`config.mk`:
```
export PLATFORM = sky130hd
export DESIGN_NAME = burst_rom_area0
export DESIGN_NICKNAME = d
export VERILOG_FILES = /design/src/hw/burst_rom_pkg.sv /design/src/hw/burst_rom_area0.sv /design/src/hw/wait_decode.sv
export VERILOG_INCLUDE_DIRS = /design/src /design/src/hw
export SDC_FILE = /design/constraint.sdc
export NUM_CORES = 1
export LEC_CHECK = 0
export ABC_AREA = 1
export BUFFER_PORTS_ARGS = -buffer_cell sky130_fd_sc_hd__buf_2
export CAP_MARGIN = 0
export CORE_MARGIN = 1
export CORE_UTILIZATION = 49
export DETAILED_ROUTE_END_ITERATION = 10
export GPL_TIMING_DRIVEN = 0
export PLACE_DENSITY = 0.8
export RECOVER_POWER = 25
export SYNTH_ARGS = -nofsm -noshare
export SYNTH_HDL_FRONTEND = slang
export SYNTH_SLANG_ARGS = --single-unit
```
`constraint.sdc`:
```
create_clock -name pclk -period 1.45 [get_ports pclk]
set_input_delay 0 -clock pclk [delete_from_list [all_inputs] [get_ports pclk]]
set_output_delay 0 -clock pclk [all_outputs]
set_load 0.05 [all_outputs]
```
`src/hw/burst_rom_defines.svh`:
```
/*
  Offsets, field positions, reset values and timing codes of the area-0
  burst ROM wait control. Assumes inclusion by bare name from hw/.
*/
`ifndef BURST_ROM_DEFINES_SVH
`define BURST_ROM_DEFINES_SVH

// ==========================================================
// Register map
`define WCR_OFFSET        12'h000
`define WCR_RESET         32'h0000_0500
// ==========================================================
// Field positions
`define WCR_LBD_BIT       20
`define WCR_BW_HI         17
`define WCR_BW_LO         16
`define WCR_W_HI          10
`define WCR_W_LO          7
`define WCR_IGN_BIT       6
`define WCR_WRITE_MASK    32'h0013_07C0
// ==========================================================
// Beats per burst and short-mode burst count of a 16-byte fill
`define BEATS_LONG_16     5'h08
`define BEATS_LONG_8      5'h10
`define BEATS_SHORT_16    5'h02
`define BEATS_SHORT_8     5'h04
`define SHORT_BURSTS      3'h4
// ==========================================================
// First-access wait code table
`define FW_CODE_24        4'hC
`define FW_CYC_24         5'h18

`endif

```
`src/hw/burst_rom_pkg.sv`:
```
/*
  Types of the area-0 burst ROM timing block.
  Assumes nothing beyond the compile order.
*/
package burst_rom_pkg;
  typedef enum logic [2:0]
  {
    ST_IDLE  = 3'b000,
    ST_FIRST = 3'b001,
    ST_BEAT  = 3'b010,
    ST_BWAIT = 3'b011,
    ST_EWAIT = 3'b100
  } fill_state_type;
endpackage

```
`src/hw/burst_rom_area0.sv`:
```
/*
  Area-0 burst ROM (clock-asynchronous) timing control with its APB
  configuration register. Assumes a bus controller that requests 16-byte
  fills and a ROM whose wait pin arrives asynchronously.
*/
// Local design decisions: the APB interface to the registers and the address map.
// Operation
// RULE_01 - Long bursts on: one 8-beat (16-bit) or 16-beat (8-bit) burst.
// RULE_02 - Long bursts off: four 2-beat (16-bit) or 4-beat (8-bit) bursts.
// RULE_03 - The burst wait field adds 0 to 3 idle cycles before later beats.
// RULE_04 - The first-access field adds 0,1,2,3,4,5,6,8,10,12,14,18 cycles.
// RULE_05 - Software must not write codes 1101 to 1111 as first-access wait.
// RULE_06 - The external wait input is obeyed when the ignore bit is 0.
// RULE_07 - The ignore bit applies even with zero first-access waits.
// RULE_08 - Reserved bits read zero and writes to them are dropped.
// RULE_09 - First-access code 1100 gives 24 wait cycles.
`timescale 1ns/10ps
`include "burst_rom_defines.svh"
module burst_rom_area0
  import burst_rom_pkg::*;
(
  input  wire logic        pclk,
  input  wire logic        presetn,
  input  wire logic        psel,
  input  wire logic        penable,
  input  wire logic        pwrite,
  input  wire logic [11:0] paddr,
  input  wire logic [31:0] pwdata,
  output logic      [31:0] prdata,
  output logic             pready,
  output logic             pslverr,
  input  wire logic        fill_req,
  input  wire logic        bus_is_8bit,
  output logic             fill_busy,
  output logic             rom_strobe,
  output logic             beat_done,
  output logic             burst_start,
  output logic             fill_done,
  input  wire logic        ext_wait_n
);
  // ==========================================================
  // APB register
  logic [31:0] cfg_q;
  logic [31:0] prdata_q;
  wire         hit       = (paddr == `WCR_OFFSET);
  wire         acc       = psel & penable;
  wire         wr_en     = acc & pwrite & hit;
  wire [31:0]  cfg_d     = pwdata & `WCR_WRITE_MASK;          // [RULE_08]
  wire         long_burst_disable = cfg_q[`WCR_LBD_BIT];
  wire         burst_wait_count_hi = cfg_q[`WCR_BW_HI];
  wire         burst_wait_count_lo = cfg_q[`WCR_BW_LO];
  wire [3:0]   first_wait_code = cfg_q[`WCR_W_HI:`WCR_W_LO];
  wire         ext_wait_ignore = cfg_q[`WCR_IGN_BIT];
  wire [1:0]   bw_cycles = {burst_wait_count_hi, burst_wait_count_lo};

  assign pready  = 1'b1;
  // Unmapped addresses error so software notices a bad pointer
  assign pslverr = acc & ~hit;
  assign prdata  = prdata_q;

  always_ff @(posedge pclk or negedge presetn)
  begin
    if (!presetn)
      cfg_q <= `WCR_RESET;
    else if (wr_en)
      cfg_q <= cfg_d;
  end

  always_ff @(posedge pclk or negedge presetn)
  begin
    if (!presetn)
      prdata_q <= 32'h0000_0000;
    else if (psel & ~penable & ~pwrite)
      prdata_q <= hit ? cfg_q : 32'h0000_0000;                // [RULE_08]
  end

  // ==========================================================
  // Wait pin synchroniser
  logic wait_meta_q;
  logic wait_sync_q;
  always_ff @(posedge pclk or negedge presetn)
  begin
    if (!presetn)
    begin
      wait_meta_q <= 1'b1;
      wait_sync_q <= 1'b1;
    end
    else
    begin
      wait_meta_q <= ext_wait_n;
      wait_sync_q <= wait_meta_q;
    end
  end
  // Mask applies regardless of the first-access count
  wire ext_hold = ~wait_sync_q & ~ext_wait_ignore; // [RULE_06] [RULE_07]

  // ==========================================================
  // First-access wait decode
  logic [4:0] first_cycles;
  wait_decode u_decode
  (
    .code   (first_wait_code),
    .cycles (first_cycles)
  );

  // ==========================================================
  // Burst shape
  // Burst shape (long-burst disable, bus width) is latched per fill so a mid-fill write cannot tear it
  logic       disable_q;
  logic       bus8_q;
  wire  [4:0] beats_long  = bus8_q ? `BEATS_LONG_8 : `BEATS_LONG_16;
  wire  [4:0] beats_short = bus8_q ? `BEATS_SHORT_8 : `BEATS_SHORT_16;
  wire  [4:0] beats_per   = disable_q ? beats_short : beats_long; // [RULE_01]
  wire  [2:0] bursts_tot  = disable_q ? `SHORT_BURSTS : 3'h1;    // [RULE_02]

  // ==========================================================
  // Fill sequencer
  fill_state_type state_q;
  fill_state_type state_d;
  logic [4:0] cnt_q;
  logic [4:0] cnt_d;
  logic [4:0] beat_q;
  logic [4:0] beat_d;
  logic [2:0] burst_q;
  logic [2:0] burst_d;

  wire last_beat  = (beat_q == beats_per - 5'h01);
  wire last_burst = (burst_q == bursts_tot - 3'h1);
  wire cnt_zero   = (cnt_q == 5'h00);

  always_comb
  begin
    state_d = state_q;
    cnt_d   = cnt_q;
    beat_d  = beat_q;
    burst_d = burst_q;
    case (state_q)
      ST_IDLE:
      begin
        if (fill_req)
        begin
          state_d = ST_FIRST;
          cnt_d   = first_cycles;                             // [RULE_04]
          beat_d  = 5'h00;
          burst_d = 3'h0;
        end
      end
      ST_FIRST:
      begin
        if (!cnt_zero)
          cnt_d = cnt_q - 5'h01;
        else
          state_d = ST_EWAIT;
      end
      ST_EWAIT:
      begin
        if (!ext_hold)                                        // [RULE_06]
          state_d = ST_BEAT;
      end
      ST_BEAT:
      begin
        if (last_beat)
        begin
          if (last_burst)
            state_d = ST_IDLE;
          else
          begin
            burst_d = burst_q + 3'h1;
            beat_d  = 5'h00;
            cnt_d   = first_cycles;
            state_d = ST_FIRST;
          end
        end
        else
        begin
          beat_d  = beat_q + 5'h01;
          cnt_d   = {3'b000, bw_cycles};                      // [RULE_03]
          state_d = ST_BWAIT;
        end
      end
      ST_BWAIT:
      begin
        if (!cnt_zero)
          cnt_d = cnt_q - 5'h01;                              // [RULE_03]
        else if (!ext_hold)
          state_d = ST_BEAT;
      end
      default: state_d = ST_IDLE;
    endcase
  end

  always_ff @(posedge pclk or negedge presetn)
  begin
    if (!presetn)
    begin
      state_q <= ST_IDLE;
      cnt_q   <= 5'h00;
      beat_q  <= 5'h00;
      burst_q <= 3'h0;
    end
    else
    begin
      state_q <= state_d;
      cnt_q   <= cnt_d;
      beat_q  <= beat_d;
      burst_q <= burst_d;
    end
  end

  always_ff @(posedge pclk or negedge presetn)
  begin
    if (!presetn)
    begin
      disable_q <= 1'b0;
      bus8_q    <= 1'b0;
    end
    else if (state_q == ST_IDLE && fill_req)
    begin
      disable_q <= long_burst_disable;
      bus8_q    <= bus_is_8bit;
    end
  end

  // ==========================================================
  // Strobes
  logic done_q;
  always_ff @(posedge pclk or negedge presetn)
  begin
    if (!presetn)
      done_q <= 1'b0;
    else
      done_q <= (state_q == ST_BEAT) & last_beat & last_burst;
  end

  assign fill_busy   = (state_q != ST_IDLE);
  assign rom_strobe  = (state_q != ST_IDLE);
  assign beat_done   = (state_q == ST_BEAT);
  assign burst_start = (state_q == ST_FIRST) & (cnt_q == first_cycles)
                     & (beat_q == 5'h00);
  assign fill_done   = done_q;
endmodule

```
`src/hw/wait_decode.sv`:
```
/*
  Decodes the four-bit first-access wait code into a cycle count.
  Assumes the code comes from the configuration register.
*/
`timescale 1ns/10ps
`include "burst_rom_defines.svh"
module wait_decode
  import burst_rom_pkg::*;
(
  input  wire logic [3:0] code,
  output logic      [4:0] cycles
);
  // ==========================================================
  // Table
  always_comb
  begin
    case (code)
      4'h0, 4'h1, 4'h2, 4'h3, 4'h4, 4'h5, 4'h6:
        cycles = {1'b0, code};                       // [RULE_04]
      4'h7: cycles = 5'h08;                          // [RULE_04]
      4'h8: cycles = 5'h0A;
      4'h9: cycles = 5'h0C;
      4'hA: cycles = 5'h0E;
      4'hB: cycles = 5'h12;
      `FW_CODE_24: cycles = `FW_CYC_24;              // [RULE_09]
      // Prohibited codes: fall back to longest legal wait, safest
      default: cycles = `FW_CYC_24;                  // [RULE_05]
    endcase
  end
endmodule

```
==> results.txt, run 1 <==
In the final routed layout, each cell accounts on average for 14.7 microns. No sink is reached through more buffers than the 2 on the longest clock path. The leakage power is 1.83 nW.

The final reports fail on negative setup slack. For this design, the slowest cell found on the critical path is dfrtp_2. The library cells used most frequently in the layout, excluding fill and tap cells, are 62 x nand2_1, 51 x buf_4, 36 x buf_2. The share of the core filled with cells is 76.2%.

The path type of the worst min-delay path is in2reg. The most critical setup path has its endpoint at burst_start. The number of pins exceeding their max-slew limit in the final report came out at 0. The register bit count reported by yosys is 37. The minimum clock period after layout is 1.86 ns. The detailed router placed 2,569 vias in this run. The initial core utilization came out at 51.0%. In this run the power density over the cells is 1410 nW/um^2. In this run the standard cell core region covers 4750 sq um. TritonCTS built the clock tree. The most common cell after layout, fill and taps aside is nand2_1. The worst pin sits at a relative slew slack of 38.9%. For this run, the number of Yosys warnings is 0. The kind of end point of the critical path is an output pin.

The count of buffer and inverter cells on the critical path is 2. In this run the critical register-to-register path is launched from beat_q[3]$_DFFE_PN0P_. The fraction of final layout cells sized beyond drive strength 1 is 51.4%.

The final weighted congestion in routability-driven placement came out at 0.913. For this run, asynchronously set or reset flops after synthesis account for 100%. The post-synthesis average cell area is 7.56 sq um. In this run the remaining antenna-violating nets after routing total 0. Clock tree synthesis found a total of 37 sinks. The tree is rooted in a clkbuf_8. The flow ran to the end, but the final reports show violations. Setup violations remaining at the end of the flow were counted as 17. The required time of the worst setup path is 1.45 ns. Based on the critical path, the design can be clocked at up to 538 MHz. The final instance area is 3620 sq um. The die extent in y is 72.4 microns. The wire length of the first global-routing pass is 9220 microns. The detailed-placement wirelength estimate came out at 4000 microns.

The later pin in the worst-skew pair is clocked with a latency of 0.30 ns. Among all flip-flop cells after synthesis, the most frequent one is dfrtp_1. The number of antenna diodes is 0. The sequential element share of the synthesized area came out at 38.4%.

The post-detailed-placement cell area is 2810 sq um. The number of primary I/O pins is 91. STA classifies the critical path startpoint as a register. The die extent in x is 72.4 microns.

In this run the register-to-register setup slack is -0.11 ns. The worst setup skew after layout is 0.00462 ns. The number of enable-type register cells in the synthesized netlist is 0. Wires add up to 7380 microns. Max-cap violations in this run came to 0.

In the synthesized netlist, the number of instances is 321. The via count normalized by instance count is 5.11. For this run, the slowest stage of the critical path takes 0.44 ns. The maximum level of the CTS H-tree came out at 2.

The final hold violation count came to 0. The number of cell instances on the worst register-to-register path is 10. Setup repair after global routing could not meet its margin everywhere. The initial antenna violation count is 0.

The largest vdd supply drop came out at 0.000737 V. By startpoint and endpoint, the worst setup path is classified as reg2out. The sum of overflow across all layers after global routing is 0. The launching instance or port of the critical path is state_q[2]$_DFFE_PN0P_. The worst hold path was traced through 4 stages. The critical path goes through inv_2 -> nand2_2 -> nor2_1 -> nand2_1 -> nor3_2 -> nand3_1 -> nor2_4 -> buf_8. The first-iteration detailed-routing DRC count came out at 130.

The combined area of all synthesized cells is 2430 sq um. Of all nets on the critical path, the largest fanout is 5. The number of port buffers came out at 41. Global routing used 22.9% of the available tracks. The worst-margin pin slew came out at 0.917 ns. The clock edge transition at the registers on the reported setup and hold paths came out at 0.08 ns. The number of nets in the layout came out at 491.

The count of different cell masters after synthesis came out at 35. The number of clock buffers inserted by TritonCTS came out at 5. The row count is 25. For the worst setup path, the data arrival time is 1.86 ns.

The area overhead of the layout relative to synthesis came out at 49.4%. The total die area is 5240 sq um. The least setup slack across all paths after layout is -0.408 ns.

The via count of the first global-routing pass came out at 2,170. After synthesis, the cell types taking the most area are dfrtp_1 34%, nand2_1 13%, buf_4 8.4%. The cell family contributing the most delay on the critical path is simple AND/OR/NAND/NOR gates. In this run the critical register-to-register path is captured at burst_q[1]$_DFFE_PN0P_. For this run, design rule violations remaining after detail routing come to 0. The pin count of the biggest net entering global routing came out at 38. The total design power came out at 5.13 mW. The biggest area contributor in the post-synthesis netlist is dfrtp_1. Of the post-synthesis cell area, the dominant cell type holds 34.0%.

The first-pass detailed-route iteration total came out at 4. Dividing the final minimum period by the clock period gives 128%. Counting buffers and inverters, the worst setup path is 8 cells deep.
[layer usage]
layer	global-route usage (%)	wire, microns
met4	8.93	352
met2	41.3	3940
met3	4.03	316
met5	0	0
met1	26.8	2760
[final cells by class]
cell class | count | area (sq um)
multi-input cells | 238 | 1510
fillers | 329 | 1130
flip-flops and latches | 37 | 940
repair buffers | 84 | 607
plain buffers | 30 | 240
inverters | 39 | 159
well taps | 67 | 83.8
clock buffers | 6 | 72.6
clock inverters | 2 | 15.0
[power by group]
group | internal (mW) | switching [mW]
Clock | 0.339 | 0.415
Sequential | 1.17 | 0.183
Combinational | 1.10 | 1.92
Total | 2.61 | 2.52
[worst reg2reg max path, stage by stage (launching register included)]
cell,delay (ns)
dfrtp_1,0.42
inv_2,0.14
nand2_4,0.09
nand2_2,0.08
nand2_2,0.07
nand3_4,0.12
nor2_4,0.05
nor2_4,0.22
nand2_4,0.12
nand2_1,0.09
o21ai_1,0.06
[worst min-delay path by stage]
stage / startpoint / endpoint
after detailed placement: ext_wait_n / wait_meta_q$_DFF_PN1_
after global placement: ext_wait_n / wait_meta_q$_DFF_PN1_
after CTS: pwrite / cfg_q[10]$_DFFE_PN1P_
final: pwrite / cfg_q[8]$_DFFE_PN1P_
after floorplan: presetn / beat_q[0]$_DFFE_PN0P_
after global routing: pwrite / cfg_q[16]$_DFFE_PN0P_
[per-stage QoR]
stage / setup WS (ns) / setup TNS [ns] / std cells / hold WS [ns]
after floorplan: 0.0123 / 0 / 344 / -0.296
after global placement: -0.253 / -0.257 / 452 / 0.106
after detailed placement: -0.264 / -0.351 / 452 / 0.113
after CTS: -0.382 / -0.717 / 484 / 0.0783
after global routing: -0.579 / -2.54 / 503 / 0.104
final: -0.408 / -1.28 / 503 / 0.0871
[synthesized netlist by cell type (3+ instances only)]
master   number
nand2_1      85
dfrtp_1      33
inv_1        29
buf_4        27
nand3_1      24
nor2_1       24
o21ai_0      16
o21ai_2       8
inv_2         7
o21ai_1       7
nand2_2       5
nand4_1       5
nor2_2        5
a21oi_1       4
dfstp_2       4
ha_1          4
o31ai_1       4
or2_2         4
nand3_2       3
[cells by family after synthesis]
logic type               share of synthesized area (%)
AO/OA/AOI/OAI                                     10.7
other                                            0.310
buffers and inverters                             15.5
flip-flops                                        38.4
adder cells (fa/ha/maj)                           2.06
AND/OR/NAND/NOR                                   32.3
XOR/XNOR                                         0.722
[sequential cells by signal (all words and copies together) (netlist names)]
name         flops
cnt_q            5
fill_done        1
burst_q          3
state_q          3
wait_meta_q      1
cfg_q            8
bus8_q           1
prdata           8
disable_q        1
wait_sync_q      1
beat_q           5
[repair_timing]
item	4_1_cts	5_1_grt
hold buffers	11	0
hold endpoints to repair	43	0
setup buffers	14	24
gates cloned	0	0
endpoints found under the setup margin	9	19
pin swaps	11	39
resized for setup	23	97
Note: power is estimated with default switching activity, not from simulation.
==> inputs of run 2 (changes only) <==
- clock period: 1.45 -> 2.3 ns (I/O delays scaled with it)
==> run 2 against run 1 <==
Compared with the run above: the flow now finishes without violations; largest power group unchanged; via count shrank 15%; utilization fell by 13 points; clock-buffer cell count unchanged; first-iteration DRC count down 39%; combinational power is 60% lower; global-route usage shrank 0.93 points; power is 48% lower; sequential power fell by 38%; register-to-register slack improved by 0.93 ns; critical endpoint unchanged; non-clock buffer count decreased by 32; critical path depth is 1 higher.
==> results.txt, run 2 (same netlist as run 1, synthesis figures left out) <==
The endpoint of the lowest-slack register-to-register path is cnt_q[3]$_DFFE_PN0P_ (was burst_q[1]$_DFFE_PN0P_). The number of sinks driven by the clock tree was 37 (unchanged). The total number of vias came out at 2,179 (was 2,569). The via count of the first global-routing pass is 2,102 (was 2,170).

Highest-count cells in the layout ignoring fill and taps: 85 x nand2_1, 35 x buf_2, 33 x dfrtp_1 (was 62 x nand2_1, 51 x buf_4, 36 x buf_2). The first-pass detailed-route iteration total is 4 (unchanged). Unrepaired setup endpoints after global routing: false (was true). The number of primary I/O pins came out at 91 (unchanged). The pin count of the biggest net entering global routing came to 38 (unchanged). The area of the core is 4750 sq um (unchanged). The worst-margin pin slew is 0.912 ns (was 0.917 ns). The DRC violations left came out at 0 (unchanged). The number of gates given a new drive strength after cts came to 0 (was 23).

The area overhead of the layout relative to synthesis is 23.6% (was 49.4%). The kind of end point of the critical path is an output pin (unchanged). The number of cells traversed by the worst hold path is 4 (unchanged). The internal power component is 1.49 mW (was 2.61 mW). The die extent in y came out at 72.4 microns (unchanged).

The origin of the critical flop-to-flop path was cfg_q[10]$_DFFE_PN1P_ (was beat_q[3]$_DFFE_PN0P_). The timing-limited maximum frequency came out at 492 MHz. The final instance area is 3000 sq um (was 3620 sq um). The total die area was 5240 sq um (unchanged). The die extent in x is 72.4 microns (unchanged). The final hold violation count is 0 (unchanged). The fraction of power consumed by sequential logic was 31.7% (was 26.5%). The setup slack of the most critical reg-to-reg path came out at 0.82 ns (was -0.11 ns). The TritonCTS clock tree was done (unchanged).

The clock network latency to the later pin of the worst-skew pair came out at 0.30 ns (about the same). The data arrival time at the worst-slack endpoint came to 2.03 ns (was 1.86 ns). The number of antenna diodes was 0 (unchanged). The number of nets in the layout came to 459 (was 491). The largest vdd supply drop came out at 0.000386 V (was 0.000737 V). The count of maximum capacitance violations came to 0 (unchanged). The combinational power share came out at 45.6% (was 58.8%). The via count normalized by instance count is 4.63 (was 5.11). The clock edge transition at the registers on the reported setup and hold paths came to 0.08 ns (about the same). The startpoint of the worst hold path was paddr[6] (was pwrite). The number of port buffers is 41 (unchanged). The most common cell after layout, fill and taps aside is nand2_1 (unchanged). The relative slew slack is 39.2% (was 38.9%). The path type of the worst min-delay path was in2reg (unchanged). The initial core utilization is 51.0% (unchanged). The maximum cell stage delay along the critical path came out at 0.59 ns (was 0.44 ns). The cell with the biggest individual delay on the critical path is dfstp_2 (was dfrtp_2).

The first-iteration detailed-routing DRC count came out at 79 (was 130). The endpoint of the worst hold-timing path is prdata[20]$_DFFE_PN0P_ (was cfg_q[8]$_DFFE_PN1P_). The maximum level of the CTS H-tree came out at 2 (unchanged). The cell chosen for the clock root was clkbuf_8 (unchanged).

The total design power came to 2.65 mW (was 5.13 mW). The post-detailed-placement cell area came out at 2800 sq um (was 2810 sq um). The kind of critical path was reg2out (unchanged). The initial antenna violation count is 0 (unchanged).

Status: finished, final reports clean (was complete, but fails checks). The row count came out at 25 (unchanged). The post-route clock period utilization is 88.3%. The fraction of final layout cells sized beyond drive strength 1 came to 28.2% (was 51.4%). The wire length of the first global-routing pass is 8920 microns (was 9220 microns). The final weighted congestion in routability-driven placement is 0.907 (was 0.913). The highest fanout seen on the critical path was 7 (was 5). The number of setup violations in the final report came out at 0 (was 17).

The setup TNS came out at 0 ns (was -1.28 ns). The minimum clock period after layout came out at 2.03 ns. The count of antenna-violating nets left after detailed routing is 0 (unchanged). The per-cell routed wire length is 11.0 microns (was 14.7 microns).

Critical Path, Cell by Cell: nand2_1 -> inv_1 -> o21ai_0 -> inv_1 -> nor2_1 -> nor3_1 -> nand3_1 -> nor2_1 -> buf_2 (was inv_2 -> nand2_2 -> nor2_1 -> nand2_1 -> nor3_2 -> nand3_1 -> nor2_4 -> buf_8). The final hold slack is 0.0706 ns (was 0.0871 ns). The number of clock buffers inserted by TritonCTS was 5 (unchanged). The net switching power came out at 1.16 mW (was 2.52 mW).

The number of pins exceeding their max-slew limit in the final report came to 0 (unchanged). The required time of the worst setup path is 2.30 ns (was 1.45 ns). The sum of overflow across all layers after global routing is 0 (unchanged). The maximum buffer depth of the clock tree came out at 2 (unchanged). The worst setup skew after layout was 0.00662 ns (was 0.00462 ns). The global-route usage over all layers came out at 21.9% (was 22.9%). The leakage power was 1.56 nW (was 1.83 nW). The total wire length after detailed routing is 5180 microns (was 7380 microns). The clock share of power is 22.6% (was 14.7%). The fraction of power spent switching nets was 43.9% (was 49.1%).

The power per standard cell area is 885 nW/um^2 (was 1410 nW/um^2). The type of origin of the critical path is a register (unchanged). The number of cell instances on the worst register-to-register path is 6 (was 10). The detailed-placement wirelength estimate is 3860 microns (was 4000 microns).
-- run 2: cell types whose count changed in the layout (fill, tap and decap cells not counted), sizes merged --
cell      change
inv           -1
clkinv        +1
buf          -37
clkinvlp      -1
bufinv        +1
clkbuf        +5
-- run 2: final cells by class --
| type | instances | area, sq um |
|---|---|---|
| flip-flops and latches | 37 | 931 |
| repair buffers | 52 | 309 |
| plain buffers | 30 | 221 |
| inverters | 39 | 148 |
| well taps | 67 | 83.8 |
| clock buffers | 6 | 82.6 |
| multi-input cells | 238 | 1180 |
| clock inverters | 2 | 37.5 |
| fillers | 463 | 1760 |
-- run 2: worst max-delay path: cells and delay by family (launching register included) --
kind,cells,cell delay (ns)
flops,1,0.59
buf+inv,3,0.49
compound gates,1,0.15
simple gates,5,0.52
-- run 2: power by group through the flow --
| stage | Clock [mW] | Sequential, mW | Combinational (mW) |
|---|---|---|---|
| 4_1_cts | 0.607 | 0.841 | 1.21 |
| 2_1_floorplan | 0 | 0.828 | 0.972 |
| 3_5_place_dp | 0 | 0.853 | 1.19 |
| 6_report | 0.601 | 0.842 | 1.21 |
| 3_3_place_gp | 0 | 0.848 | 1.17 |
| 5_1_grt | 0.639 | 0.857 | 1.35 |
-- run 2: per-stage QoR --
stage	instances	utilization (%)	setup slack [ns]
final	471	63.1	0.268
after global routing	471	63.1	0.120
after CTS	471	63.8	0.266
after detailed placement	452	58.9	0.616
after global placement	452	58.9	0.640
after floorplan	344	-	0.539
-- run 2: worst max path at each step --
stage | to | slack, ns | cells after the start | from
after floorplan | burst_start | 0.54 | 5 | cfg_q[10]$_DFFE_PN1P_
after global placement | burst_start | 0.64 | 6 | cfg_q[10]$_DFFE_PN1P_
after detailed placement | burst_start | 0.62 | 9 | cfg_q[8]$_DFFE_PN1P_
after CTS | burst_start | 0.27 | 9 | cfg_q[8]$_DFFE_PN1P_
after global routing | burst_start | 0.12 | 9 | cfg_q[8]$_DFFE_PN1P_
final | burst_start | 0.27 | 9 | cfg_q[8]$_DFFE_PN1P_
-- run 2: timing repair --
| action | in CTS | in global routing |
|---|---|---|
| setup buffers | 0 | 0 |
| endpoints found under the setup margin | 0 | 0 |
| hold buffers | 11 | 0 |
| endpoints found under the hold margin | 43 | 0 |
-- run 2: per-layer routing --
| metal | up-vias | global-route usage [%] | routed length (microns) |
|---|---|---|---|
| li1 | 1145 | - | - |
| met1 | 979 | 25.8 | 2230 |
| met2 | 47 | 39.4 | 2690 |
| met3 | 8 | 5.69 | 182 |
| met4 | 0 | 6.10 | 74 |
| met5 | - | 0 | 0 |
